[src/bsp_pkg.sv]
// constants for the transfer statistics and power-management status block
// assumes an apb slave at 32 bits and one clock, clk_sys
// How it works
// - low byte of statistics register reports dwords moved by bus-master transfers
// - dword count sums transfers since last read, saturating at 255, cleared by that read
// - upper sixteen bits sum clocks from read request to completion, read-cleared
// - wake event sets wake flag bit 15 regardless of wake signal enable
// - writing one to wake flag clears it and drops the wake request; zero ignored
// - data scale field bits 14 and 13 always read zero
// - status register holds a four-bit data select field
package bsp_pkg;
  localparam logic [11:0] bsp_stat_off = 12'h000;
  localparam logic [11:0] bsp_pmcs_off = 12'h004;
  localparam logic [11:0] bsp_isr_off = 12'h008;
  localparam logic [11:0] bsp_imr_off = 12'h00c;
  localparam int bsp_dw_lsb = 0;
  localparam int bsp_dw_w = 8;
  localparam int bsp_clk_lsb = 16;
  localparam int bsp_clk_w = 16;
  localparam int bsp_wake_bit = 15;
  localparam int bsp_dscale_lsb = 13;
  localparam int bsp_dsel_lsb = 9;
  localparam logic [7:0] bsp_dw_rst = 8'h00;
  localparam logic [15:0] bsp_clk_rst = 16'h0000;
  localparam logic [1:0] bsp_dscale_val = 2'h0;
  localparam logic [3:0] bsp_dsel_val = 4'h0;
  localparam logic [1:0] bsp_irq_rst = 2'h0;
  localparam int bsp_irq_wake = 0;
  localparam int bsp_irq_sat = 1;
  typedef enum logic [0:0] {bsp_lat_idle = 1'b0, bsp_lat_busy = 1'b1} bsp_lat_type;
endpackage

[src/bsp_sat_acc.sv]
// saturating accumulator, cleared by a read strobe
// assumes add and clear come from the same clock domain
module bsp_sat_acc #(
  parameter int width = 8
) (
  input wire logic clk_sys,
  input wire logic sys_rst,
  input wire logic clear,
  input wire logic [width-1:0] add,
  output logic [width-1:0] value,
  output logic saturated
);
  logic [width-1:0] acc_reg;
  logic [width:0] sum;
  logic [width-1:0] acc_next;
  // saturate instead of wrap so software never sees a small wrong total
  assign sum = {1'b0, acc_reg} + {1'b0, add};
  // a read restarts the total, so no overflow is reported in that cycle
  assign saturated = sum[width] & ~clear;
  // a read clears, but this cycle's amount starts the new total
  assign acc_next = clear ? add : (sum[width] ? {width{1'b1}} : sum[width-1:0]);
  always_ff @(posedge clk_sys or posedge sys_rst) begin
    if (sys_rst) acc_reg <= '0;
    else acc_reg <= acc_next;
  end
  assign value = acc_reg;
endmodule // bsp_sat_acc

[src/bsp_stat_pm.sv]
// statistics counters and power-management status register behind apb
// assumes the bus-master engine pulses dword strobes and read request/done
//
// Our own choices: the APB slave port and the address map.
module bsp_stat_pm (
  input wire logic clk_sys,
  input wire logic sys_rst,
  input wire logic psel,
  input wire logic penable,
  input wire logic pwrite,
  input wire logic [11:0] paddr,
  input wire logic [31:0] pwdata,
  output logic [31:0] prdata,
  output logic pready,
  output logic pslverr,
  input wire logic [3:0] dword_moved,
  input wire logic read_req,
  input wire logic read_done,
  input wire logic wake_event,
  input wire logic wake_signal_enable,
  output logic wake_request_n,
  output logic irq
);
  import bsp_pkg::*;
  ////////////////////////////////////////////////////////////////
  logic acc_phase, wr_acc, rd_setup;
  logic hit_stat, hit_pmcs, hit_isr, hit_imr, hit_any;
  // address compare shared by every register decode
  function automatic logic bsp_hit(input logic [11:0] addr, input logic [11:0] off);
    return addr == off;
  endfunction
  assign acc_phase = psel & penable;
  assign wr_acc = acc_phase & pwrite;
  // read side effects fire at the setup edge that captures prdata, so no event slips in between
  assign rd_setup = psel & ~penable & ~pwrite;
  assign hit_stat = bsp_hit(paddr, bsp_stat_off);
  assign hit_pmcs = bsp_hit(paddr, bsp_pmcs_off);
  assign hit_isr = bsp_hit(paddr, bsp_isr_off);
  assign hit_imr = bsp_hit(paddr, bsp_imr_off);
  assign hit_any = hit_stat | hit_pmcs | hit_isr | hit_imr;
  // zero wait states
  assign pready = 1'b1;
  assign pslverr = acc_phase & ~hit_any;
  ////////////////////////////////////////////////////////////////
  logic stat_clear;
  logic [7:0] dw_add, dw_value;
  logic [15:0] clk_add, clk_value;
  logic dw_sat, clk_sat;
  bsp_lat_type lat_reg, lat_next;
  assign stat_clear = rd_setup & hit_stat;
  assign dw_add = {4'h0, dword_moved};
  always_comb begin
    lat_next = lat_reg;
    case (lat_reg)
      bsp_lat_idle: if (read_req & ~read_done) lat_next = bsp_lat_busy;
      bsp_lat_busy: if (read_done) lat_next = bsp_lat_idle;
      default: lat_next = bsp_lat_idle;
    endcase
  end
  always_ff @(posedge clk_sys or posedge sys_rst) begin
    if (sys_rst) lat_reg <= bsp_lat_idle;
    else lat_reg <= lat_next;
  end
  // the request cycle counts as one clock, the completion cycle does not
  assign clk_add = {15'h0000, read_req | ((lat_reg == bsp_lat_busy) & ~read_done)};
  bsp_sat_acc #(.width(bsp_dw_w)) u_dw (
    .clk_sys(clk_sys),
    .sys_rst(sys_rst),
    .clear(stat_clear),
    .add(dw_add),
    .value(dw_value),
    .saturated(dw_sat)
  );
  bsp_sat_acc #(.width(bsp_clk_w)) u_clk (
    .clk_sys(clk_sys),
    .sys_rst(sys_rst),
    .clear(stat_clear),
    .add(clk_add),
    .value(clk_value),
    .saturated(clk_sat)
  );
  ////////////////////////////////////////////////////////////////
  logic wake_reg, wake_next, wake_clr;
  assign wake_clr = wr_acc & hit_pmcs & pwdata[bsp_wake_bit];
  // set regardless of enable; set beats clear
  assign wake_next = wake_event | (wake_reg & ~wake_clr);
  always_ff @(posedge clk_sys or posedge sys_rst) begin
    if (sys_rst) wake_reg <= 1'b0;
    else wake_reg <= wake_next;
  end
  // wake request follows flag when enabled
  assign wake_request_n = ~(wake_reg & wake_signal_enable);
  ////////////////////////////////////////////////////////////////
  logic [1:0] isr_reg, isr_next, imr_reg, imr_next, irq_ev;
  logic isr_rd;
  assign irq_ev[bsp_irq_wake] = wake_event;
  assign irq_ev[bsp_irq_sat] = dw_sat | clk_sat;
  assign isr_rd = rd_setup & hit_isr;
  assign isr_next = irq_ev | (isr_rd ? 2'h0 : isr_reg);
  assign imr_next = (wr_acc & hit_imr) ? pwdata[1:0] : imr_reg;
  always_ff @(posedge clk_sys or posedge sys_rst) begin
    if (sys_rst) begin
      isr_reg <= bsp_irq_rst;
      imr_reg <= bsp_irq_rst;
    end else begin
      isr_reg <= isr_next;
      imr_reg <= imr_next;
    end
  end
  assign irq = |(isr_reg & imr_reg);
  ////////////////////////////////////////////////////////////////
  logic [31:0] stat_word, pmcs_word, rd_mux, prdata_reg;
  assign stat_word = {clk_value, 8'h00, dw_value};
  // scale and select read zero, writes ignored
  assign pmcs_word = {16'h0000, wake_reg, bsp_dscale_val, bsp_dsel_val, 9'h000};
  assign rd_mux = hit_stat ? stat_word :
                  hit_pmcs ? pmcs_word :
                  hit_isr ? {30'h0, isr_reg} :
                  hit_imr ? {30'h0, imr_reg} : 32'h0;
  // data registered in setup so it stands through the access phase
  always_ff @(posedge clk_sys or posedge sys_rst) begin
    if (sys_rst) prdata_reg <= 32'h0;
    else if (psel & ~penable) prdata_reg <= rd_mux;
  end
  assign prdata = prdata_reg;
endmodule // bsp_stat_pm

[config.mk]
export PLATFORM = sky130hd
export DESIGN_NAME = bsp_stat_pm
export DESIGN_NICKNAME = d
export VERILOG_FILES = /design/src/bsp_pkg.sv /design/src/bsp_sat_acc.sv /design/src/bsp_stat_pm.sv
export SDC_FILE = /design/constraint.sdc
export NUM_CORES = 1
export LEC_CHECK = 0
export ABC_CLOCK_PERIOD_IN_PS = 2650
export BUFFER_PORTS_ARGS = -buffer_cell sky130_fd_sc_hd__buf_2
export CAP_MARGIN = 20
export CELL_PAD_IN_SITES_DETAIL_PLACEMENT = 0
export CELL_PAD_IN_SITES_GLOBAL_PLACEMENT = 1
export CORE_MARGIN = 2
export CORE_UTILIZATION = 38
export DETAILED_ROUTE_END_ITERATION = 16
export PLACE_DENSITY = 0.77
export REMOVE_ABC_BUFFERS = 1
export SYNTH_ARGS = -nofsm -noshare
export SYNTH_HDL_FRONTEND = slang
export SYNTH_SLANG_ARGS = --single-unit
[constraint.sdc]
create_clock -name clk_sys -period 2.65 [get_ports clk_sys]
set_input_delay 0.53 -clock clk_sys [delete_from_list [all_inputs] [get_ports clk_sys]]
set_output_delay 0.53 -clock clk_sys [all_outputs]
set_load 0.005 [all_outputs]
# [Word level (Yosys, flattened, before mapping)]
# Index checks and enable logic that the tools add are counted.
[op_classes] reduce_logical=2 bitwise_logic=32 eq_ne=3 addsub=2 mux=12
[ops] operator="$mux W16" count=3
[ops] operator="$mux W32" count=1
[ops] operator="$eq A12 B4 Y1 const B" count=2
[ops] operator="$add A16 B1 Y17" count=1
[ops] operator="$and A1 B1 Y1" count=16
[ops] operator="$mux W8" count=2
[ops] operator="$eq A12 B3 Y1 const B" count=1
[ops] operator="$logic_not A12 Y1" count=1
[ops] operator="$add A8 B4 Y9" count=1
[ops] operator="$not A1 Y1" count=8
[ops] operator="$mux W2" count=3
[ops] operator="$or A1 B1 Y1" count=6
[ops] operator="$and A2 B2 Y2" count=1
[ops] operator="$mux W1" count=2
[ops] operator="$or A2 B2 Y2" count=1
[ops] operator="$pmux W1 S2" count=1
[ops] operator="$reduce_or A2 Y1" count=1
[word_totals] register_bits=62 in_bits=57 wordCells=58

# [Depth between registers and ports, before layout]
# Gate-level depths: netlist (run 1).
[depth] ltp_word=8 depth_mapped=9

# [By module]
# From an unflattened synthesis (run 1), not the netlist that was laid out.
[hier_totals] cells_unflattened=382 area_unflattened_um2=3585.9
[by_module_without_submodules] mod="bsp_stat_pm" area_per_inst_um2=1542.7 n_inst=1 cells_per_inst=159
[by_module_without_submodules] mod="bsp_sat_acc (u_clk)" area_per_inst_um2=1421.4 n_inst=1 cells_per_inst=160
[by_module_without_submodules] mod="bsp_sat_acc (u_dw)" area_per_inst_um2=621.8 n_inst=1 cells_per_inst=63

# [Worst setup path after synthesis (run 1)]
# No wires, ideal clock.
[synth_path] kind="input to register" start="input port read_done" end="register u_clk.acc_reg[11], in the netlist u_clk.value[11]" t_required_ps=2573 setup_ps=77 arrival_time_ps=2042 stages=9 setup_slack_ps=531 path_cell_list="inv_1 > a21o_1 > ha_1 > ha_1 > nand3_1 > nor4_4 > nand2_2 > buf_2 > a21oi_1"
[synth_between] elab_chain_cells=6
[synth_lines] item="start, declared" line_no="bsp_stat_pm.sv:18" text="input wire logic read_done,"
[synth_lines] item="$not A1 Y1" line_no="bsp_stat_pm.sv:65" text="assign clk_add = {15'h0000, read_req | ((lat_reg == bsp_lat_busy) & ~read_done)};"
[synth_lines] item="$and A1 B1 Y1" line_no="bsp_stat_pm.sv:65"
[synth_lines] item="$or A1 B1 Y1" line_no="bsp_stat_pm.sv:65"
[synth_lines] item="$add A16 B1 Y17" line_no="bsp_sat_acc.sv:17" text="assign sum = {1'b0, acc_reg} + {1'b0, add};"
[synth_lines] item="$mux W16 (2 in series)" line_no="bsp_sat_acc.sv:21" text="assign acc_next = clear ? add : (sum[width] ? {width{1'b1}} : sum[width-1:0]);"
[synth_lines] item="net u_clk.acc_next[11]" line_no="bsp_sat_acc.sv:15" text="logic [width-1:0] acc_next;"
[synth_lines] item="end signal, assigned" line_no="bsp_sat_acc.sv:24" text="else acc_reg <= acc_next;"
[synth_lines] item="end, declared" line_no="bsp_sat_acc.sv:13" text="logic [width-1:0] acc_reg;"
# The timed path passes the listed nets, and every way through them passes these cells.
# A chain may end at the register's enable or synchronous reset.

# [Final worst setup path (run 1)]
[layout_path] start="input port paddr[1]" end="output port pslverr"
[layout_between] elab_chain_cells=6 elab_cells_between_ends=9
[layout_lines] item="start, declared" line_no="bsp_stat_pm.sv:11" text="input wire logic [11:0] paddr,"
[layout_lines] item="$eq A12 B3 Y1 / $logic_not A12 Y1 (equally long branches)" line_no="bsp_stat_pm.sv:30" text="return addr == off;"
[layout_lines] item="$or A1 B1 Y1 (2 in series)" line_no="bsp_stat_pm.sv:40" text="assign hit_any = hit_stat | hit_pmcs | hit_isr | hit_imr;"
[layout_lines] item="$or A1 B1 Y1 *" line_no="bsp_stat_pm.sv:40"
[layout_lines] item="$not A1 Y1 *" line_no="bsp_stat_pm.sv:43" text="assign pslverr = acc_phase & ~hit_any;"
[layout_lines] item="$and A1 B1 Y1 *" line_no="bsp_stat_pm.sv:43"
[layout_lines] item="end, declared" line_no="bsp_stat_pm.sv:15" text="output logic pslverr,"
# Mark *: on every way between the ends. The rest lies on a longest branch, timed or not.

==> flow_summary_export.csv, run 1 <==
group,metric,value,unit
drt,antenna_left,0,
layout,drive_above_1_share,26.7,%
die,start_util,38.9,%
power,ir_worst_vdd,0.386,mV
clock_network,clk_latency,0.32,ns
yosys,synth.most_common_cell,"dfrtp_1",
yosys,synth_adder_area_share,3.39,%
clock_network,cts_htree_levels,2,
worst_setup_path,crit_arrival,1.55,ns
global_route,grt_overflow,0,
worst_setup_path,critPathMostFrequentCell,"buf_2",
worst_setup_path,crit_path_start,"paddr[1]",
layout,antenna_cells,0,
timing,tightest_slew,0.684,ns
layout,multi_input_area,1280,um^2
timing,drv_slew,0,
drt,finalWirelength,5730,um
global_route,grt_use_total,15.0,%
clock_network,cts_resized,0,
drt,remaining_drc_errors,0,
global_route,use_met2,24.2,%
worst_setup_path,crit_slowest_cell,"nor4_2",
placement,portBuffers,55,
global_route,grt_pass1_vias,2076,
yosys,synth.area.top_cells,"dfrtp_1 49%, a22o_1 7.2%, xnor2_1 3.1%",
die,core.rowCount,31,
worst_setup_path,slowest_delay,0.31,ns
timing,setup_viol,0,
clock_network,clock_path_buffers,2,
yosys,syn_avg_cell_area,10.6,um^2
clock_network,cts_hold_buffers,0,
clock_network,post-cts-setup-buffers,0,
clock_network,clock-sinks,55,
power,powerDensity,669,nW/um^2
yosys,yosys-mux-area-fraction,2.99,%
yosys,syn_inst,264,
yosys,ys_seq_area_share,49.1,%
yosys,synth_common_cells,"55 x dfrtp_1, 23 x a22o_1, 17 x a21oi_1, 17 x nor2_1, 15 x inv_1",
worst_setup_path,reg2reg_to,"u_dw.value[6]",
clock_network,path_clk_slew,0.10,ns
yosys,synth-edff-count,0,
yosys,syn_area,2810,um^2
yosys,async_reset_ff_share,100,%
yosys,synth_top_cell_by_area,"dfrtp_1",
job,maxCapViolCount,0,
yosys,synth-seq-cells,55,
global_route,antenna_found_initial,0,
worst_setup_path,worstRegToRegCells,7,
timing,fin_crit_sh,78.7,%
timing,fin_setup_tns,0,ns
placement,gp_congestion,0.788,
worst_setup_path,endpoint,"pslverr",
timing,max-slew-margin-rel,54.4,%
global_route,grt_pass1_wl,10100,um
worst_setup_path,crit_required,2.12,ns
timing,finalHoldViolCount,0,
worst_setup_path,worstSetupEndpointType,"primary output",
clock_network,cts_root_buffer,"clkbuf_8",
die,die_w,89.9,um
global_route,top_usage_layer,"met2",
clock_network,cts_tree,"done",
power,cellLeakagePower,1.57,nW
drt,drt-vias-per-instance,5.07,
layout,fill_cells,733,
timing,finalCriticalPeriod,2.08,ns
min_path,hold_class,"primary input to flop",
layout,fin_nets,385,
die,io_pins,93,
layout,regArea,1380,um^2
yosys,yosys_warnings,0,
outcome,status,"finished, final reports clean",
global_route,met1_usage,21.2,%
yosys,synth_compound_area_share,18.6,%
worst_setup_path,path_cells,"buf_2 > nor4_2 > nand3_1 > buf_4 > and3_1 > buf_2",
global_route,grt_max_degree,56,
timing,fin_skew,0.0133,ns
worst_setup_path,critPathKind,"primary input to primary output",
yosys,synthXorXnorAreaFrac,3.12,%
layout,largest_reg_flops,25,
timing,rsz0062_at_grt,"false",
yosys,synth_ff_type,"dfrtp_1",
layout,syn2layout_area_growth,17.3,%
yosys,synth_top_cell_area_share,49.1,%
yosys,synth-simple-area-share,16.2,%
timing,fmax,480,MHz
die,die_y,89.9,um
drt,wl_per_cell,13.6,um
layout,utilization,45.6,%
drt,num_vias,2133,
die,die_area,8090,um^2
drt,drtIter0Drc,99,
global_route,use_met3,3.02,%
placement,dp_hpwl,4050,um
worst_setup_path,critPathMaxFanout,11,
worst_setup_path,r2r_slack,0.63,ns
worst_setup_path,startpoint_type,"primary input",
clock_network,numCtsBuffers,5,
drt,firstDrtPassIters,4,
yosys,synth.distinct_cells,51,
power,power,0.00220,W
yosys,synth_top_family_by_area,"compound AO/OA/AOI/OAI gates",
worst_setup_path,r2r-start,"u_dw.value[0]",
die,core-area,7210,um^2
[layout make-up]
type                       instances  share of cell area [%]
multi-input combinational        179                    38.9
tap                               99                    3.76
inverter                          15                    1.71
clock inverter                     2                   0.532
clock buffer                       6                    2.21
sequential                        55                    41.8
timing repair buffer              65                    11.0
[kinds of logic after synthesis]
family / Yosys count
and+or+nand+nor: 76
AOI/OAI and AO/OA: 70
DFF: 55
buffers and inverters: 36
xor gates and xnor gates: 10
muxes: 8
adders and majority gates: 7
other: 2
[how the worst min path moves through the flow]
stage / start / endpoint / slack, ns / cells after the start
6_report: read_done / lat_reg / 0.36 / 2
5_1_grt: read_done / lat_reg / 0.36 / 2
4_1_cts: read_done / lat_reg / 0.36 / 2
3_5_place_dp: prdata[3] / prdata[3] / 0.49 / 1
3_3_place_gp: prdata[15] / prdata[15] / 0.48 / 2
2_1_floorplan: lat_reg / lat_reg / 0.46 / 2
[per-layer routing]
metal  wire length (um)  vias to the layer above
li1                   -                     1063
met1               2770                     1028
met2               2730                       35
met3                169                        7
met4                 60                        0
met5                  0                        -
[where the power goes]
| group | internal (W) | leakage (nW) | total [W] | switching (W) |
|---|---|---|---|---|
| Sequential | 0.000956 | 0.711 | 0.00111 | 0.000152 |
| Combinational | 0.000292 | 0.813 | 0.000617 | 0.000325 |
| Clock | 0.000191 | 0.0454 | 0.000478 | 0.000287 |
| Total | 0.00144 | 1.57 | 0.00220 | 0.000764 |
[through the flow]
stage                     instance area [um^2]  hold WS (ns)  setup WS (ns)  instances
after floorplan                           2710         0.464         0.0559        249
after global placement                    3200         0.479          0.289        413
after detailed placement                  3200         0.487          0.315        413
after CTS                                 3290         0.362          0.548        421
after global routing                      3290         0.359          0.375        421
final                                     3290         0.364          0.565        421
[placed cells by master, fill, tap and decap left out, types with 2 or more instances in the layout]
cell      Yosys  final
dfrtp_1      55     55
buf_2         5     55
a22o_1       23     23
nor2_1       17     17
a21oi_1      17     17
inv_1        15     14
nand2_1      12     12
xnor2_1      10     10
buf_4         8      9
conb_1        2      8
nand3_1       7      7
nor3_1        7      7
a211oi_1      6      6
ha_1          6      6
nand4_1       5      5
mux2i_1       5      5
clkbuf_8      0      5
nand2b_1      4      4
nor4_1        4      4
a31oi_1       4      4
mux2_2        3      3
and3_1        3      3
a21o_1        3      3
o31ai_1       3      3
nor4_2        3      2
nor4_4        1      2
nor2b_1       2      2
or3_1         2      2
o21ai_0       2      2
o21bai_1      2      2
o41ai_1       2      2
clkinv_4      0      2
[critical path, delay by kind of cell]
kind | cells | cell delay, ns
and+or+nand+nor | 3 | 0.60
buffers and inverters | 3 | 0.42
Note: power is estimated with default switching activity, not from simulation.
==> run 2, diff against run 1 <==
--- a/config.mk
+++ b/config.mk
@@ -5,15 +5,16 @@
 export SDC_FILE = /design/constraint.sdc
 export NUM_CORES = 1
 export LEC_CHECK = 0
-export ABC_CLOCK_PERIOD_IN_PS = 2650
+export ABC_AREA = 1
+export ABC_CLOCK_PERIOD_IN_PS = 1800
 export BUFFER_PORTS_ARGS = -buffer_cell sky130_fd_sc_hd__buf_2
 export CAP_MARGIN = 20
 export CELL_PAD_IN_SITES_DETAIL_PLACEMENT = 0
 export CELL_PAD_IN_SITES_GLOBAL_PLACEMENT = 1
 export CORE_MARGIN = 2
-export CORE_UTILIZATION = 38
+export CORE_UTILIZATION = 34
 export DETAILED_ROUTE_END_ITERATION = 16
-export PLACE_DENSITY = 0.77
+export PLACE_DENSITY = 0.75
 export REMOVE_ABC_BUFFERS = 1
 export SYNTH_ARGS = -nofsm -noshare
 export SYNTH_HDL_FRONTEND = slang
==> constraint.sdc (replaced) <==
create_clock -name clk_sys -period 1.8 [get_ports clk_sys]
set_input_delay 0.36 -clock clk_sys [delete_from_list [all_inputs] [get_ports clk_sys]]
set_output_delay 0.36 -clock clk_sys [all_outputs]
set_load 0.005 [all_outputs]
==> run 2 against run 1 <==
Sequential power rose by 49%. Total power rose by 61%. Clock power rose by 46%. Synthesized cell count rose by 47%. Critical endpoint is now u_dw.value[2]. Largest cell class is now multi-input gates.
==> flow_summary_export.csv, run 2 <==
group,metric,value,unit
clock_network,clock-sinks,55,
yosys,synth_top_cell_by_area,"dfrtp_1",
drt,drtIter0Drc,70,
drt,firstDrtPassIters,4,
yosys,synth_common_cells,"110 x nand2_1, 55 x dfrtp_1, 46 x inv_1",
job,maxCapViolCount,0,
yosys,yosys_warnings,0,
timing,setup_viol,0,
worst_setup_path,r2r-start,"u_dw.value[0]",
die,die_y,99.6,um
layout,antenna_cells,0,
min_path,hold_class,"primary input to flop",
drt,finalWirelength,6770,um
layout,drive_above_1_share,26.8,%
yosys,syn_area,3110,um^2
worst_setup_path,crit_path_start,"u_dw.value[0]",
yosys,synth_top_cell_area_share,44.3,%
min_path,hold_path_startpoint,"read_done",
yosys,syn_inst,387,
drt,drt-vias-per-instance,4.64,
placement,placed_area,3520,um^2
layout,final_area,3700,um^2
yosys,async_reset_ff_share,100,%
yosys,synth.distinct_cells,36,
yosys,synth_ff_type,"dfrtp_1",
layout,syn2layout_area_growth,19.0,%
global_route,grt_overflow,0,
drt,antenna_left,0,
worst_setup_path,worstSetupEndpointType,"flop",
yosys,synth-edff-count,0,
yosys,synth.area.top_cells,"dfrtp_1 44%, nand2_1 13%, inv_1 5.6%",
global_route,grt_pass1_vias,2457,
timing,finalCriticalPeriod,1.70,ns
global_route,grt_max_degree,40,
placement,dp_hpwl,5000,um
timing,fin_crit_sh,94.4,%
global_route,antenna_found_initial,0,
timing,max-slew-margin-rel,66.3,%
layout,final_cell_mix,"110 x nand2_1, 55 x dfrtp_1, 55 x buf_2, 44 x inv_1, 36 x nor2_1",
outcome,status,"finished, final reports clean",
clock_network,clk_latency,0.31,ns
yosys,synth.most_common_cell,"nand2_1",
clock_network,numCtsBuffers,5,
layout,fin_nets,519,
drt,remaining_drc_errors,0,
timing,fin_ws,0.100,ns
clock_network,cts_root_buffer,"clkbuf_8",
yosys,ys_seq_area_share,44.3,%
die,start_util,35.3,%
layout,largest_reg_flops,25,
placement,post-place-ws,-0.210,ns
worst_setup_path,critPathMaxFanout,3,
die,io_pins,93,
layout,utilization,42.0,%
clock_network,cts_htree_levels,2,
placement,gp_congestion,0.850,
worst_setup_path,crit_arrival,1.94,ns
timing,drv_slew,0,
timing,fin_setup_tns,0,ns
worst_setup_path,crit_required,2.04,ns
die,core.rowCount,34,
timing,fmax,588,MHz
global_route,grt_use_total,14.2,%
yosys,syn_avg_cell_area,8.03,um^2
timing,fin_skew,0.0153,ns
timing,tightest_slew,0.501,ns
layout,final_common_cell,"nand2_1",
worst_setup_path,critPathKind,"flop to flop",
yosys,synth-seq-cells,55,
power,powerDensity,961,nW/um^2
global_route,grt_pass1_wl,11500,um
timing,finalHoldViolCount,0,
die,core-area,8810,um^2
die,die_w,99.6,um
clock_network,path_clk_slew,0.10,ns
worst_setup_path,startpoint_type,"flop",
drt,num_vias,2616,
power,cellLeakagePower,1.99,nW
timing,fin_hold_ws,0.210,ns
clock_network,cts_tree,"done",
placement,portBuffers,55,
die,die_area,9930,um^2
power,ir_worst_vdd,0.358,mV
drt,wl_per_cell,12.0,um
clock_network,clock_path_buffers,2,
run 2: cell count changes after synthesis, sizes merged, moves of 6 or more:
cell    previous run  this run
xnor2             10         2
o21ai              2        17
nand2             13       114
nand3              8        28
a21oi             17        10
nor2              17        45
o31ai              3        16
nor4               8         0
inv               15        50
a22o              23         1
a211oi             6         0
run 2: logic make-up (layout without fill, tap and decap cells):
kind of cell,Yosys count,after routing,share of synthesized area (%)
AND/OR/NAND/NOR,203,203,29.1
XOR/XNOR,7,7,1.97
buffers and inverters,68,131,10.6
AO/OA/AOI/OAI,45,45,10.8
flip-flops,55,55,44.3
adder cells (fa/ha/maj),7,7,3.06
other,2,8,0.242
run 2: final timing paths:
| kind | to | slack, ns | cells after the start |
|---|---|---|---|
| setup / recovery | u_dw.value[2] | 0.10 | 9 |
| hold / removal | lat_reg | 0.21 | 2 |
| setup reg to reg | u_dw.value[2] | 0.10 | 9 |
| hold reg to reg | prdata[20] | 0.49 | 2 |
| max in group asynchronous | prdata[2] | 0.95 | 4 |
| min in group asynchronous | prdata[15] | 0.46 | 3 |
run 2: worst max-delay path, cell delays in order, from the launching register on:
cell and delay [ns]:
dfrtp_1 0.38, ha_2 0.20, inv_1 0.05, fa_2 0.34, nor2_2 0.12, nor2_1 0.07
nor2_1 0.18, buf_4 0.16, o21ai_0 0.08, nand2_1 0.08
run 2: timing repair:
item                                   in CTS  in global routing
hold buffers                                1                  0
endpoints found under the hold margin       1                  0
setup endpoints to repair                  14                 24
setup buffers                               1                  2
resized for setup                           5                 12
pin swaps                                   1                  4
run 2: metal layers:
metal  GRT usage (%)  vias to the layer above  wire length [um]  share of wire, %
met5               0                        -                 0                 0
met4            2.85                        0                42              0.62
met3            2.53                        2               239               3.5
met2            24.1                       47              3090                46
met1            19.1                     1220              3400                50
li1                -                     1347                 -                 -
run 2: final cells by class:
cell class	instances	area (um^2)
multi-input cells	270	1490
fillers	902	5100
clock inverters	3	22.5
inverters	50	188
clock buffers	5	68.8
well taps	108	135
flip-flops and latches	55	1380
repair buffers	73	425
run 2: report_power, final:
part           internal (W)  switching, W
Clock              0.000280      0.000420
Combinational      0.000518      0.000685
Sequential          0.00144      0.000210
run 2: through the flow:
step,power [W],cells
final,0.00356,564
after global routing,0.00387,564
after CTS,0.00355,562
after detailed placement,0.00279,552
after global placement,0.00275,552
after floorplan,0.00244,375
